## src/include/idw_pkg.sv

```systemverilog
// package for the identify-sector words 50 to 84 generator
`default_nettype none
package idw_pkg;

  // ****************************************
  // bus widths
  // ****************************************
  localparam int ADDR_W = 8;
  localparam int DATA_W = 16;

  // ****************************************
  // word indices, address equals word index
  // ****************************************
  localparam logic [7:0] W_STBY = 8'h32;      // word 50
  localparam logic [7:0] W_PIO_LEG = 8'h33;   // word 51
  localparam logic [7:0] W_DMA_LEG = 8'h34;   // word 52
  localparam logic [7:0] W_VALID = 8'h35;     // word 53
  localparam logic [7:0] W_CYL = 8'h36;       // word 54
  localparam logic [7:0] W_HEAD = 8'h37;      // word 55
  localparam logic [7:0] W_SPT = 8'h38;       // word 56
  localparam logic [7:0] W_CAP_LO = 8'h39;    // word 57
  localparam logic [7:0] W_CAP_HI = 8'h3a;    // word 58
  localparam logic [7:0] W_MULT = 8'h3b;      // word 59
  localparam logic [7:0] W_TOT_LO = 8'h3c;    // word 60
  localparam logic [7:0] W_TOT_HI = 8'h3d;    // word 61
  localparam logic [7:0] W_DMA_OLD = 8'h3e;   // word 62
  localparam logic [7:0] W_MDMA = 8'h3f;      // word 63
  localparam logic [7:0] W_PIO_ADV = 8'h40;   // word 64
  localparam logic [7:0] W_MDMA_MIN = 8'h41;  // word 65
  localparam logic [7:0] W_MDMA_REC = 8'h42;  // word 66
  localparam logic [7:0] W_PIO_MIN = 8'h43;   // word 67
  localparam logic [7:0] W_PIO_FC = 8'h44;    // word 68
  localparam logic [7:0] W_QUEUE = 8'h4b;     // word 75
  localparam logic [7:0] W_MAJOR = 8'h50;     // word 80
  localparam logic [7:0] W_MINOR = 8'h51;     // word 81
  localparam logic [7:0] W_CMD1 = 8'h52;      // word 82
  localparam logic [7:0] W_CMD2 = 8'h53;      // word 83
  localparam logic [7:0] W_CMDX = 8'h54;      // word 84
  localparam logic [7:0] W_FIRST = 8'h32;
  localparam logic [7:0] W_LAST = 8'h54;

  // ****************************************
  // field positions and fixed contents
  // ****************************************
  localparam logic [1:0] VALID_TAG = 2'h1;    // 01 in bits 15-14
  localparam int TAG_LSB = 14;
  localparam logic [15:0] PIO_LEG_VAL = 16'h0200;
  localparam logic [15:0] DMA_LEG_VAL = 16'h0200;
  localparam logic [15:0] VALID_VAL = 16'h0007;
  localparam int MULT_VLD_BIT = 8;
  localparam logic [7:0] MDMA_SUPP = 8'h07;
  localparam logic [15:0] PIO_ADV_VAL = 16'h0003;
  localparam int MDMA_MIN_NS = 120;
  localparam int MDMA_REC_NS = 120;
  localparam int PIO_MIN_NS = 240;
  localparam int PIO_FC_NS = 120;
  localparam int QDEPTH_W = 5;
  localparam logic [15:0] MAJOR_VAL = 16'h003c;
  localparam logic [15:0] MINOR_VAL = 16'h0015;
  localparam logic [15:0] CMD1_VAL = 16'h74eb;
  localparam logic [15:0] CMD2_VAL = 16'h43ea;
  localparam logic [15:0] ZERO_W = 16'h0000;

  // ****************************************
  // reset values of the live fields
  // ****************************************
  localparam logic [15:0] RST_CYL = 16'h3fff;
  localparam logic [15:0] RST_HEAD = 16'h0010;
  localparam logic [15:0] RST_SPT = 16'h003f;
  localparam logic [31:0] RST_CAP = 32'h00fb_fc10;
  localparam logic [31:0] RST_TOT = 32'h00fb_fc10;
  localparam logic [7:0] RST_MULT = 8'h10;
  localparam logic RST_MULT_VLD = 1'b0;
  localparam logic [7:0] RST_MDMA_ACT = 8'h00;
  localparam logic [4:0] RST_QDEPTH = 5'h00;
  localparam logic RST_STBY = 1'b0;

  // ****************************************
  // carriers
  // ****************************************
  typedef struct packed {
    logic [ADDR_W-1:0] addr;
    logic [DATA_W-1:0] wdata;
    logic wr;
    logic rd;
  } idw_req_t;

  typedef struct packed {
    logic [DATA_W-1:0] data;
    logic valid;
  } idw_rsp_t;

endpackage : idw_pkg
`default_nettype wire

```

## src/hw/idw_words.sv

```systemverilog
// identify-sector words 50 to 84: content generator with live fields
//
// Added by the designer: the address map and the plain strobed port.
`default_nettype none
// Overview of operation
// - identify sector words here sit at fixed word positions, address equals word index
// - word 50 is 01 in 15-14, zero 13-1, bit 0 standby minimum flag
// - word 51 reports fixed legacy PIO timing mode
// - word 52 reports fixed legacy DMA timing mode
// - word 53 sets bits 2-0, bits 15-3 zero
// - words 54-56 give current cylinders, heads, sectors per track
// - words 57-58 give current capacity, low half in 57
// - word 59 multiple count in 7-0, valid in bit 8, 15-9 zero
// - words 60-61 give user-addressable sectors, low half in 60
// - word 63 active multiword DMA mode in 15-8, 07 in 7-0
// - word 64 is 0003, PIO modes 3 and 4
// - word 65 minimum multiword DMA cycle is 120 ns
// - word 66 recommended multiword DMA cycle is 120 ns
// - word 67 minimum PIO cycle without flow control is 240 ns
// - word 68 minimum PIO cycle is 120 ns
// - word 75 queue depth in 4-0, 15-5 zero
// - word 80 major version is 003c
// - word 82 command set supported is 74eb
// - word 83 command set supported is 43ea
// - word 84 is 01 in 15-14, zero 13-8
module idw_words #(
  parameter logic [15:0] RESET_CYL = idw_pkg::RST_CYL,
  parameter logic [15:0] RESET_HEAD = idw_pkg::RST_HEAD,
  parameter logic [15:0] RESET_SPT = idw_pkg::RST_SPT,
  parameter logic [31:0] RESET_CAP = idw_pkg::RST_CAP,
  parameter logic [31:0] RESET_TOT = idw_pkg::RST_TOT
) (
  // clock, reset and clock enable
  input wire logic clock_i,
  input wire logic reset_i,
  input wire logic ce_i,
  // register port
  input wire idw_pkg::idw_req_t req_i,
  output logic [idw_pkg::DATA_W-1:0] rd_data_o,
  output logic rd_valid_o
);
  import idw_pkg::*;

  // ****************************************
  // state
  // ****************************************
  typedef struct packed {
    logic [15:0] cyl;
    logic [15:0] head;
    logic [15:0] spt;
    logic [31:0] cap;
    logic [31:0] tot;
    logic [7:0] mult;
    logic mult_vld;
    logic [7:0] mdma_act;
    logic [QDEPTH_W-1:0] qdepth;
    logic stby;
    idw_rsp_t rsp;
  } idw_state_t;

  idw_state_t st_r;
  idw_state_t st_nxt;

  // ****************************************
  // word content lookup
  // ****************************************
  function automatic logic [15:0] idw_word(input logic [7:0] a, input idw_state_t s);
    logic [15:0] w;
    w = ZERO_W;  // unassigned words in range read zero
    case (a)
      W_STBY: w = {VALID_TAG, 13'h0000, s.stby};
      W_PIO_LEG: w = PIO_LEG_VAL;
      W_DMA_LEG: w = DMA_LEG_VAL;
      W_VALID: w = VALID_VAL;
      W_CYL: w = s.cyl;
      W_HEAD: w = s.head;
      W_SPT: w = s.spt;
      W_CAP_LO: w = s.cap[15:0];
      W_CAP_HI: w = s.cap[31:16];
      W_MULT: w = {7'h00, s.mult_vld, s.mult};
      W_TOT_LO: w = s.tot[15:0];
      W_TOT_HI: w = s.tot[31:16];
      W_DMA_OLD: w = ZERO_W;
      W_MDMA: w = {s.mdma_act, MDMA_SUPP};
      W_PIO_ADV: w = PIO_ADV_VAL;
      W_MDMA_MIN: w = 16'(MDMA_MIN_NS);
      W_MDMA_REC: w = 16'(MDMA_REC_NS);
      W_PIO_MIN: w = 16'(PIO_MIN_NS);
      W_PIO_FC: w = 16'(PIO_FC_NS);
      W_QUEUE: w = {11'h000, s.qdepth};
      W_MAJOR: w = MAJOR_VAL;
      W_MINOR: w = MINOR_VAL;
      W_CMD1: w = CMD1_VAL;
      W_CMD2: w = CMD2_VAL;
      W_CMDX: w = {VALID_TAG, 14'h0000};
      default: w = ZERO_W;
    endcase
    return w;
  endfunction : idw_word

  // ****************************************
  // next state
  // ****************************************
  always_comb begin
    st_nxt = st_r;
    // read data stands until the next cycle with ce_i high
    st_nxt.rsp.valid = 1'b0;
    st_nxt.rsp.data = ZERO_W;
    if (req_i.rd) begin
      st_nxt.rsp.valid = 1'b1;
      // outside 50..84 the answer is zero, never a stall
      if (req_i.addr >= W_FIRST && req_i.addr <= W_LAST) begin
        st_nxt.rsp.data = idw_word(req_i.addr, st_r);
      end
    end
    // writes only reach live fields; fixed words ignore them
    if (req_i.wr) begin
      case (req_i.addr)
        W_STBY: st_nxt.stby = req_i.wdata[0];
        W_CYL: st_nxt.cyl = req_i.wdata;
        W_HEAD: st_nxt.head = req_i.wdata;
        W_SPT: st_nxt.spt = req_i.wdata;
        W_CAP_LO: st_nxt.cap[15:0] = req_i.wdata;
        W_CAP_HI: st_nxt.cap[31:16] = req_i.wdata;
        W_MULT: begin
          st_nxt.mult = req_i.wdata[7:0];
          st_nxt.mult_vld = req_i.wdata[MULT_VLD_BIT];
        end
        W_TOT_LO: st_nxt.tot[15:0] = req_i.wdata;
        W_TOT_HI: st_nxt.tot[31:16] = req_i.wdata;
        W_MDMA: st_nxt.mdma_act = req_i.wdata[15:8];
        W_QUEUE: st_nxt.qdepth = req_i.wdata[QDEPTH_W-1:0];
        default: st_nxt.stby = st_nxt.stby;
      endcase
    end
  end

  // ****************************************
  // registers
  // ****************************************
  always_ff @(posedge clock_i) begin
    if (reset_i) begin
      st_r.cyl <= RESET_CYL;
      st_r.head <= RESET_HEAD;
      st_r.spt <= RESET_SPT;
      st_r.cap <= RESET_CAP;
      st_r.tot <= RESET_TOT;
      st_r.mult <= RST_MULT;
      st_r.mult_vld <= RST_MULT_VLD;
      st_r.mdma_act <= RST_MDMA_ACT;
      st_r.qdepth <= RST_QDEPTH;
      st_r.stby <= RST_STBY;
      st_r.rsp <= '0;
    end else if (ce_i) begin
      st_r <= st_nxt;
    end
  end

  assign rd_data_o = st_r.rsp.data;
  assign rd_valid_o = st_r.rsp.valid;

endmodule : idw_words
`default_nettype wire

```

## config.mk

```make
export PLATFORM = sky130hd
export DESIGN_NAME = idw_words
export DESIGN_NICKNAME = d
export VERILOG_FILES = /design/src/include/idw_pkg.sv /design/src/hw/idw_words.sv
export SDC_FILE = /design/constraint.sdc
export NUM_CORES = 1
export LEC_CHECK = 0
export ABC_AREA = 1
export ABC_CLOCK_PERIOD_IN_PS = 1800
export BUFFER_PORTS_ARGS = -buffer_cell sky130_fd_sc_hd__buf_2
export CAP_MARGIN = 20
export CORE_MARGIN = 2
export CORE_UTILIZATION = 46
export CTS_CLUSTER_SIZE = 8
export DETAILED_ROUTE_END_ITERATION = 12
export SYNTH_ARGS = -nofsm -noshare
export SYNTH_HDL_FRONTEND = slang
export SYNTH_SLANG_ARGS = --single-unit
```

## constraint.sdc

```tcl
create_clock -name clock_i -period 1.8 [get_ports clock_i]
set_input_delay 0.18 -clock clock_i [delete_from_list [all_inputs] [get_ports clock_i]]
set_output_delay 0.18 -clock clock_i [all_outputs]
set_load 0.005 [all_outputs]
```

=== After elaboration in Yosys (flattened, before gate mapping) ===
Cells that the tools add are included.

* Flip-flop bits (word level): 152
* Bits in writable memories: 0
* Memory bits (read-only): 0
* Latch bits: 0
* Memories: 0
* Logic and storage cells: 57
* Bits of input ports: 29

* Add/subtract/negate cells: 0
* Multiply operators: 0
* Bitwise logic cells: 0
* Mux-type cells: 3
* Equality and inequality tests: 24
* Order comparisons: 2
* Shift operators: 0
* Reduce and logical (&&, ||, !) cells: 14
* Div/mod/pow operators: 0

{| class="wikitable"
|+ Operators by type and width
! kind !! count
|-
| $pmux W16 S21 || 1
|-
| $eq A8 B6 Y1 const B || 13
|-
| $eq A8 B7 Y1 const B || 11
|-
| $reduce_and A3 Y1 || 11
|-
| $mux W17 || 1
|-
| $mux W16 || 1
|-
| $ge A8 B6 Y1 const B || 1
|-
| $le A8 B7 Y1 const B || 1
|-
| $reduce_or A3 Y1 || 1
|-
| $reduce_or A2 Y1 || 1
|-
| $logic_and A1 B1 Y1 || 1
|}

=== Logic depth before layout (Yosys ltp) ===
Gate-level depths: netlist (run 1).

* Word-level depth: 5
* Gate-level depth with buffers: 12
* Mapped depth without buffers: 11

=== Worst setup path before layout (run 1) ===
No wires, ideal clock.

* Path type: input to register
* Start point: input port req_i[25] (netlist bit)
* End point: register st_r[53] (netlist bit)
* Setup time: 136 ps
* Slack: 425 ps
* Data required time: 1664 ps
* Data arrival time: 1239 ps
* Cell stages on the path: 10
* Path buffers: 2
* Cell sequence: inv_1 nand2_1 nor2_4 buf_6 nand2_1 nor2_1 inv_1 buf_2 nand2_1 o211ai_1

* Word-level cells in the longest chain between the ends: 2

{| class="wikitable"
|+ Ends and longest elaborated chain
! element !! line !! text
|-
| start, declared || idw_words.sv:38 || <nowiki>input wire idw_pkg::idw_req_t req_i,</nowiki>
|-
| $eq A8 B6 Y1 || idw_words.sv:118 || <nowiki>case (req_i.addr)</nowiki>
|-
| $reduce_and A3 Y1 (no source line) || - ||
|-
| end signal, assigned || idw_words.sv:155 || <nowiki>st_r <= st_nxt;</nowiki>
|-
| end, declared || idw_words.sv:61 || <nowiki>idw_state_t st_r;</nowiki>
|}

No other way between the ends.
A chain may end at the register's enable or synchronous reset.

=== Worst setup path in the final report (run 1) ===
* Start point: input port req_i[25] (netlist bit)
* End point: register st_r (netlist bit rd_data_o[8])

* Word-level cells in the longest chain between the ends: 5
* Elaborated cells between the ends (all ways): 32
* Those cells by class: 2 x order compare; 24 x eq/ne; 3 x mux; 3 x reduce/logical

{| class="wikitable"
|+ Ends and longest elaborated chain
! element !! line !! text
|-
| $eq A8 B7 Y1 or $eq A8 B6 Y1 (tied branches) || idw_words.sv:70 || <nowiki>case (a)</nowiki>
|-
| $reduce_or A3 Y1 (no source line) or $reduce_or A2 Y1 (tied branches) || - ||
|-
| $pmux W16 S21 || idw_words.sv:70 ||
|-
| $mux W16 * || idw_words.sv:112 || <nowiki>if (req_i.addr >= W_FIRST && req_i.addr <= W_LAST) begin</nowiki>
|-
| $mux W17 * || idw_words.sv:109 || <nowiki>if (req_i.rd) begin</nowiki>
|}

Every way passes the cells marked *; elsewhere a longest branch is shown, timed or not.

==> results.cfg, run 1 <==
[power_and_ir_drop]
swShare = 0.227
clkPwrFrac = 0.500
peakVddDrop_v = 0.000707
cellLeakagePower_nw = 3.59
finalPower_w = 0.00747
power.switching_w = 0.00169
pwr-share-comb = 0.049
internal_power_w = 0.00578
powerDensity_mw_per_mm2 = 932
seq_power_share = 0.451

[clocking]
cts_resized = 0
numCtsBuffers = 17
cts_root_buffer = clkbuf_16
cts_setup_buffers = 0
clk_path_buf_depth = 2
cts_tree = done
hold_buffers = 0
numClockSinks = 152
htree_levels = 4
clk_latency_ns = 0.43
cts.reportedPaths.clkPinSlew_ns = 0.06

[worst_setup_path]
r2r-start = st_r[31]$_SDFFE_PP0P_
endpoint = rd_data_o[8]$_SDFFE_PP0P_
end_kind = flip-flop
critical-path-top-delay-family = simple AND/OR/NAND/NOR gates
path_buf_inv = 3
cp_max_fo = 18
worstSetupStartpointType = input port
critPathLaunch = req_i[25]
required_ns = 2.16
r2r_slack_ns = 0.53
cpMostUsedCell = nand3_1
arrival_ns = 1.80
worst_path_largest_cell_delay_ns = 0.32
r2r_cells = 6
crit_cells = 11
worstSetupPathType = in2reg
rr_endpoint = rd_data_o[8]$_SDFFE_PP0P_
slowest_stage = o21ai_0
crit_chain = buf_2 > inv_1 > nand2_1 > nor2_4 > buf_4 > nand2_2 > o21ai_0 > nor2_1 > nand3_1 > nand3_1 > a21oi_1

[floorplan]
die_w_um = 127
die_y_um = 127
ioPinCount = 46
coreArea_mm2 = 0.0146
dieArea_mm2 = 0.0161
start_util = 0.473
row_count = 44

[yosys]
ys_seq_area_frac = 0.439
yosysWarnings = 0
post_synth.cell_area_avg_um2 = 7.09
synth_area_mm2 = 0.00693
synth_seq_cells = 152
syn_nets = 1006
syn_inst = 977
yosysUniqueCellTypes = 27

[cells_and_area]
nFillCells = 1475
multiInputGateArea_mm2 = 0.00317
stdcell_area_mm2 = 0.00802
ff_latch_area_mm2 = 0.00304
nets = 1051
synthToLayoutAreaGrowth_pct = 15.7
drive_above_1_share = 0.155

[global_routing]
first_global_vias = 6053
grt_overflow = 0
antenna_found_initial = 1
grt_pass1_wl_mm = 34.5
grt_usage = 0.278
grt_max_degree = 107

[sta]
hold_viol_final = 0
clock_skew_ns = 0.00418
rsz0062_at_grt = no
hold_slack_ns = 0.0480
fmaxAchievable_mhz = 694
worstMarginPinSlew_ns = 0.576
finalCritPeriodShare = 0.800
slew_headroom = 0.616
final_max_slew_viol_count = 0
min_period_ns = 1.44
fin_setup_tns_ns = 0
setup_viol = 0
fin_ws_ns = 0.359

[run]
cap_violations = 0

[routing]
vias = 6639
routed.top_layer = met4
via_per_inst = 5.44
wl_met2_mm = 9.51
drt-met1-wl_mm = 10.2
wl_per_cell_um = 17.9
dr.pass1.iters = 5
drt_iter0_drc = 703
routed_wl_mm = 21.9
met3_wirelength_mm = 1.69
ant_nets = 0
drc = 0

[min_path]
hp-class = in2reg
hp-start = req_i[3]

[placement]
hpwl_mm = 15.3
post-place-ws_ns = -0.0124
gp_congestion = 0.922
io_buffers = 45
dpl_cell_area_mm2 = 0.00740

[run_status]
outcome = finished clean
cell usage after synthesis, drive strengths merged:
| cell type | n | area (um2) |
|---|---|---|
| a21oi | 109 | 546 |
| o21a | 1 | 7.51 |
| clkinv | 1 | 3.75 |
| o211ai | 17 | 128 |
| nand2 | 159 | 637 |
| clkbuf | 23 | 87.6 |
| o22ai | 1 | 6.26 |
| nor2 | 124 | 558 |
| buf | 46 | 294 |
| dfxtp | 152 | 3040 |
| o21ai | 96 | 480 |
| inv | 89 | 334 |
| nor3 | 10 | 50.1 |
| nand3 | 146 | 736 |
| nand4 | 3 | 18.8 |
power by group through the flow:
stage | Clock, W | Combinational, W | Sequential [W]
after global placement | 0 | 0.000364 | 0.00345
after floorplan | 0 | 0.000199 | 0.00345
after CTS | 0.00376 | 0.000364 | 0.00337
after detailed placement | 0 | 0.000363 | 0.00345
after global routing | 0.00391 | 0.000399 | 0.00337
final | 0.00373 | 0.000367 | 0.00337
worst min-delay path by stage:
stage | endpoint | slack (ns) | cells past startpoint
after floorplan | st_r[146]$_SDFFE_PP1P_ | 0.31 | 2
after global placement | st_r[151]$_SDFFE_PP0P_ | 0.43 | 2
after detailed placement | st_r[151]$_SDFFE_PP0P_ | 0.44 | 2
after CTS | st_r[88]$_SDFFE_PP1P_ | 0.04 | 3
after global routing | st_r[73]$_SDFFE_PP0P_ | 0.05 | 3
final | st_r[73]$_SDFFE_PP0P_ | 0.05 | 3
cells by family after synthesis:
| kind of cell | after synthesis | synth area share |
|---|---|---|
| AOI/OAI and AO/OA | 224 | 0.168 |
| buffers and inverters | 159 | 0.104 |
| DFF | 152 | 0.439 |
| and+or+nand+nor | 442 | 0.289 |
cell type report:
type / count / area share
multi-input cells: 666 / 0.395
flip-flops and latches: 152 / 0.380
repair buffers: 95 / 0.0780
clock buffers: 19 / 0.0540
inverters: 90 / 0.0421
well taps: 184 / 0.0287
clock inverters: 13 / 0.0222
diodes: 1 / 0.000312
cell usage in the layout (no fill, tap or decap):
cell type and instances:
nand2_2 4, nand2_1 151, o21ai_0 94, nand4_1 3, clkbuf_1 2, clkbuf_16 17, clkinv_1 1, nor2_4 11
nor3_1 10, dfxtp_1 152, o211ai_1 17, nand2_4 4, o21ai_1 2, clkinv_2 5, bufinv_16 4, a21oi_1 109
nor2_1 109, inv_6 1, buf_2 45, buf_12 2, inv_2 11, buf_4 48, clkinv_4 1, nor2_2 4
clkinvlp_4 2, nand3_2 1, o22ai_1 1, inv_1 78, diode_2 1, nand3_1 145, o21a_1 1
metrics by stage:
step                      instances   util
final                          1220  0.547
after global routing           1219  0.547
after CTS                      1219  0.547
after detailed placement       1187  0.506
after global placement         1187  0.506
after floorplan                 977      -
per-layer routing:
metal / track usage / up-vias
met5: 0 / -
met4: 0.0808 / 0
met3: 0.0696 / 29
met2: 0.420 / 236
met1: 0.396 / 3065
li1: - / 3309
state kept, by name, indices dropped and copies added (netlist names):
name        cells
rd_valid_o      1
rd_data_o      16
st_r          135
worst min-delay path, cell delays in order:
cell and delay, ns:
buf_2 0.13, nand2_1 0.06, a21oi_1 0.05
No activity file was read; power rests on OpenSTA's default activity.
==> run 2, diff against run 1 <==
- ABC_AREA: 1 -> 0
- ABC_CLOCK_PERIOD_IN_PS: 1800 -> 1370
- clock period: 1.8 -> 1.37 ns (I/O delays scaled with it)
==> run 2 against run 1 <==
- critical path depth is 3 lower
- clock skew increased by 0.0093 ns
- sequential power grew 31%
- flip-flop and latch count did not move
- the flow now finishes with violations (negative setup slack)
- final cell count is 4.8% higher
- sequential share of layout area shrank 7.4 points
- via count up 12%
- final area rose by 24%
- synthesized cell count is 3.6% lower
- clock power up 24%
==> results.cfg, run 2 <==
[run_status]
outcome = finished, violations left
violations = negative setup slack

[worst_setup_path]
r2r_slack_ns = -0.05
cp_max_fo = 13
critPathLaunch = req_i[22]
required_ns = 1.70
worstSetupPathType = in2reg
r2r-start = st_r[75]$_SDFFE_PP0P_
rr_endpoint = rd_data_o[3]$_SDFFE_PP0P_
r2r_cells = 5
arrival_ns = 1.77
worstSetupStartpointType = input port
end_kind = flip-flop

[power_and_ir_drop]
swShare = 0.260
peakVddDrop_v = 0.000900
seq_power_share = 0.442
powerDensity_mw_per_mm2 = 1000
pwr-share-comb = 0.096
internal_power_w = 0.00741
cellLeakagePower_nw = 3.79
power.switching_w = 0.00260
finalPower_w = 0.0100
clkPwrFrac = 0.462

[routing]
ant_nets = 0
vias = 7418
wl_per_cell_um = 20.8
via_per_inst = 5.80
drc = 0
routed_wl_mm = 26.6
drt_iter0_drc = 700
dr.pass1.iters = 5

[yosys]
synth_top_area_cell = dfxtp_1
synthArstFlopShare = 0
syn_nets = 971
syn_inst = 942
synth-edff-count = 0
ys_seq_area_frac = 0.403
post_synth.cell_area_avg_um2 = 8.01
synth_top_area_frac = 0.403
yosysUniqueCellTypes = 60
ys_top_cells_by_area = dfxtp_1 (40%), nand2_1 (12%), mux2i_1 (6.0%)
synth_commonest_cells = nand2_1 (249), dfxtp_1 (152), a21oi_1 (82)
ys.flop_type = dfxtp_1
synth_seq_cells = 152
synth_area_mm2 = 0.00755
yosysWarnings = 0
yosysMostFrequentCell = nand2_1

[sta]
hold_viol_final = 0
slew_headroom = 0.676
worstMarginPinSlew_ns = 0.485
fin_setup_tns_ns = -0.329
final_max_slew_viol_count = 0
rsz0062_at_grt = yes
finalCritPeriodShare = 1.05
setup_viol = 21
min_period_ns = 1.44
clock_skew_ns = 0.0135
fin_ws_ns = -0.0709
fmaxAchievable_mhz = 694

[min_path]
hold_end = st_r[46]$_SDFFE_PP0P_
min_path_cells = 3
hp-start = req_i[8]
hp-class = in2reg

[cells_and_area]
ff_latch_area_mm2 = 0.00305
nFillCells = 1415
synthToLayoutAreaGrowth_pct = 32.1
mostFrequentLayoutCell = nand2_1
nets = 1079
layout_common_cells = nand2_1 (245), dfxtp_1 (147), buf_4 (117)
diodes = 0
regMostFlops = st_r
multiInputGateArea_mm2 = 0.00425
stdcell_area_mm2 = 0.00997
largest_register_ffs = 135
drive_above_1_share = 0.286

[clocking]
cts_root_buffer = clkbuf_16
numCtsBuffers = 17
htree_levels = 4
cts.reportedPaths.clkPinSlew_ns = 0.07
cts_tree = done
numClockSinks = 152
clk_path_buf_depth = 2
clk_latency_ns = 0.44

[placement]
hpwl_mm = 18.6
gp_congestion = 0.909
dpl_cell_area_mm2 = 0.00911
io_buffers = 45

[global_routing]
grt_overflow = 0
grt_max_degree = 38
grt_usage = 0.306
first_global_vias = 6889
grt_pass1_wl_mm = 40.7
antenna_found_initial = 0

[floorplan]
ioPinCount = 46
dieArea_mm2 = 0.0174
row_count = 46
coreArea_mm2 = 0.0159
die_w_um = 132
die_y_um = 132
start_util = 0.473

[run]
cap_violations = 0
-- run 2: critical path, stage by stage --
cell      delay (ns)
buf_6           0.10
or4b_4          0.56
nor4_4          0.20
a211oi_2        0.10
nor2_4          0.13
o41ai_4         0.08
buf_12          0.18
a221oi_1        0.29
-- run 2: timing repair --
| action | 4_1_cts | 5_1_grt |
|---|---|---|
| hold buffers | 1 | 0 |
| gates resized for setup | 26 | 31 |
| endpoints found under the hold margin | 1 | 0 |
| setup buffers | 5 | 1 |
| pin swaps | 8 | 6 |
| setup endpoints to repair | 38 | 73 |
-- run 2: kinds of logic after synthesis --
kind of cell,Yosys count,synth area share
compound gates,202,0.187
xor+xnor,1,0.00116
buf+inv,113,0.0753
flops,152,0.403
mux,46,0.0627
simple gates,428,0.270
-- run 2: power by group through the flow --
stage / Combinational, W / Sequential [W] / Clock (W)
after floorplan: 0.000484 / 0.00452 / 0
after detailed placement: 0.000895 / 0.00453 / 0
after CTS: 0.000916 / 0.00443 / 0.00467
after global routing: 0.00101 / 0.00442 / 0.00485
after global placement: 0.000897 / 0.00453 / 0
final: 0.000964 / 0.00443 / 0.00462
-- run 2: routing by layer --
layer	global-route usage	up-vias	part of all wire
met4	0.109	0	0.024
met5	0	-	0
li1	-	3486	-
met1	0.437	3543	0.45
met3	0.0723	50	0.085
met2	0.450	339	0.44
-- run 2: worst max path at each step --
| stage | cells past startpoint | endpoint |
|---|---|---|
| finish | 8 | rd_data_o[3]$_SDFFE_PP0P_ |
| global route | 8 | rd_data_o[3]$_SDFFE_PP0P_ |
| CTS | 6 | rd_data_o[0]$_SDFFE_PP0P_ |
| detailed placement | 9 | rd_data_o[3]$_SDFFE_PP0P_ |
| global placement | 9 | rd_data_o[2]$_SDFFE_PP0P_ |
| floorplan | 8 | rd_data_o[10]$_SDFFE_PP0P_ |
-- run 2: final cells by class --
type | count | area share
multi-input cells | 677 | 0.426
clock inverters | 14 | 0.0135
inverters | 4 | 0.00151
well taps | 216 | 0.0271
flip-flops and latches | 152 | 0.306
repair buffers | 198 | 0.182
clock buffers | 18 | 0.0440
-- run 2: metrics by stage --
step	std cells	setup WS [ns]	hold slack (ns)	util
finish	1279	-0.0709	0.0200	0.626
global route	1279	-0.131	0.0259	0.626
CTS	1278	-0.0891	0.00503	0.616
detailed placement	1240	-0.551	0.428	0.571
global placement	1240	-0.500	0.422	0.571
floorplan	942	-0.465	0.257	-
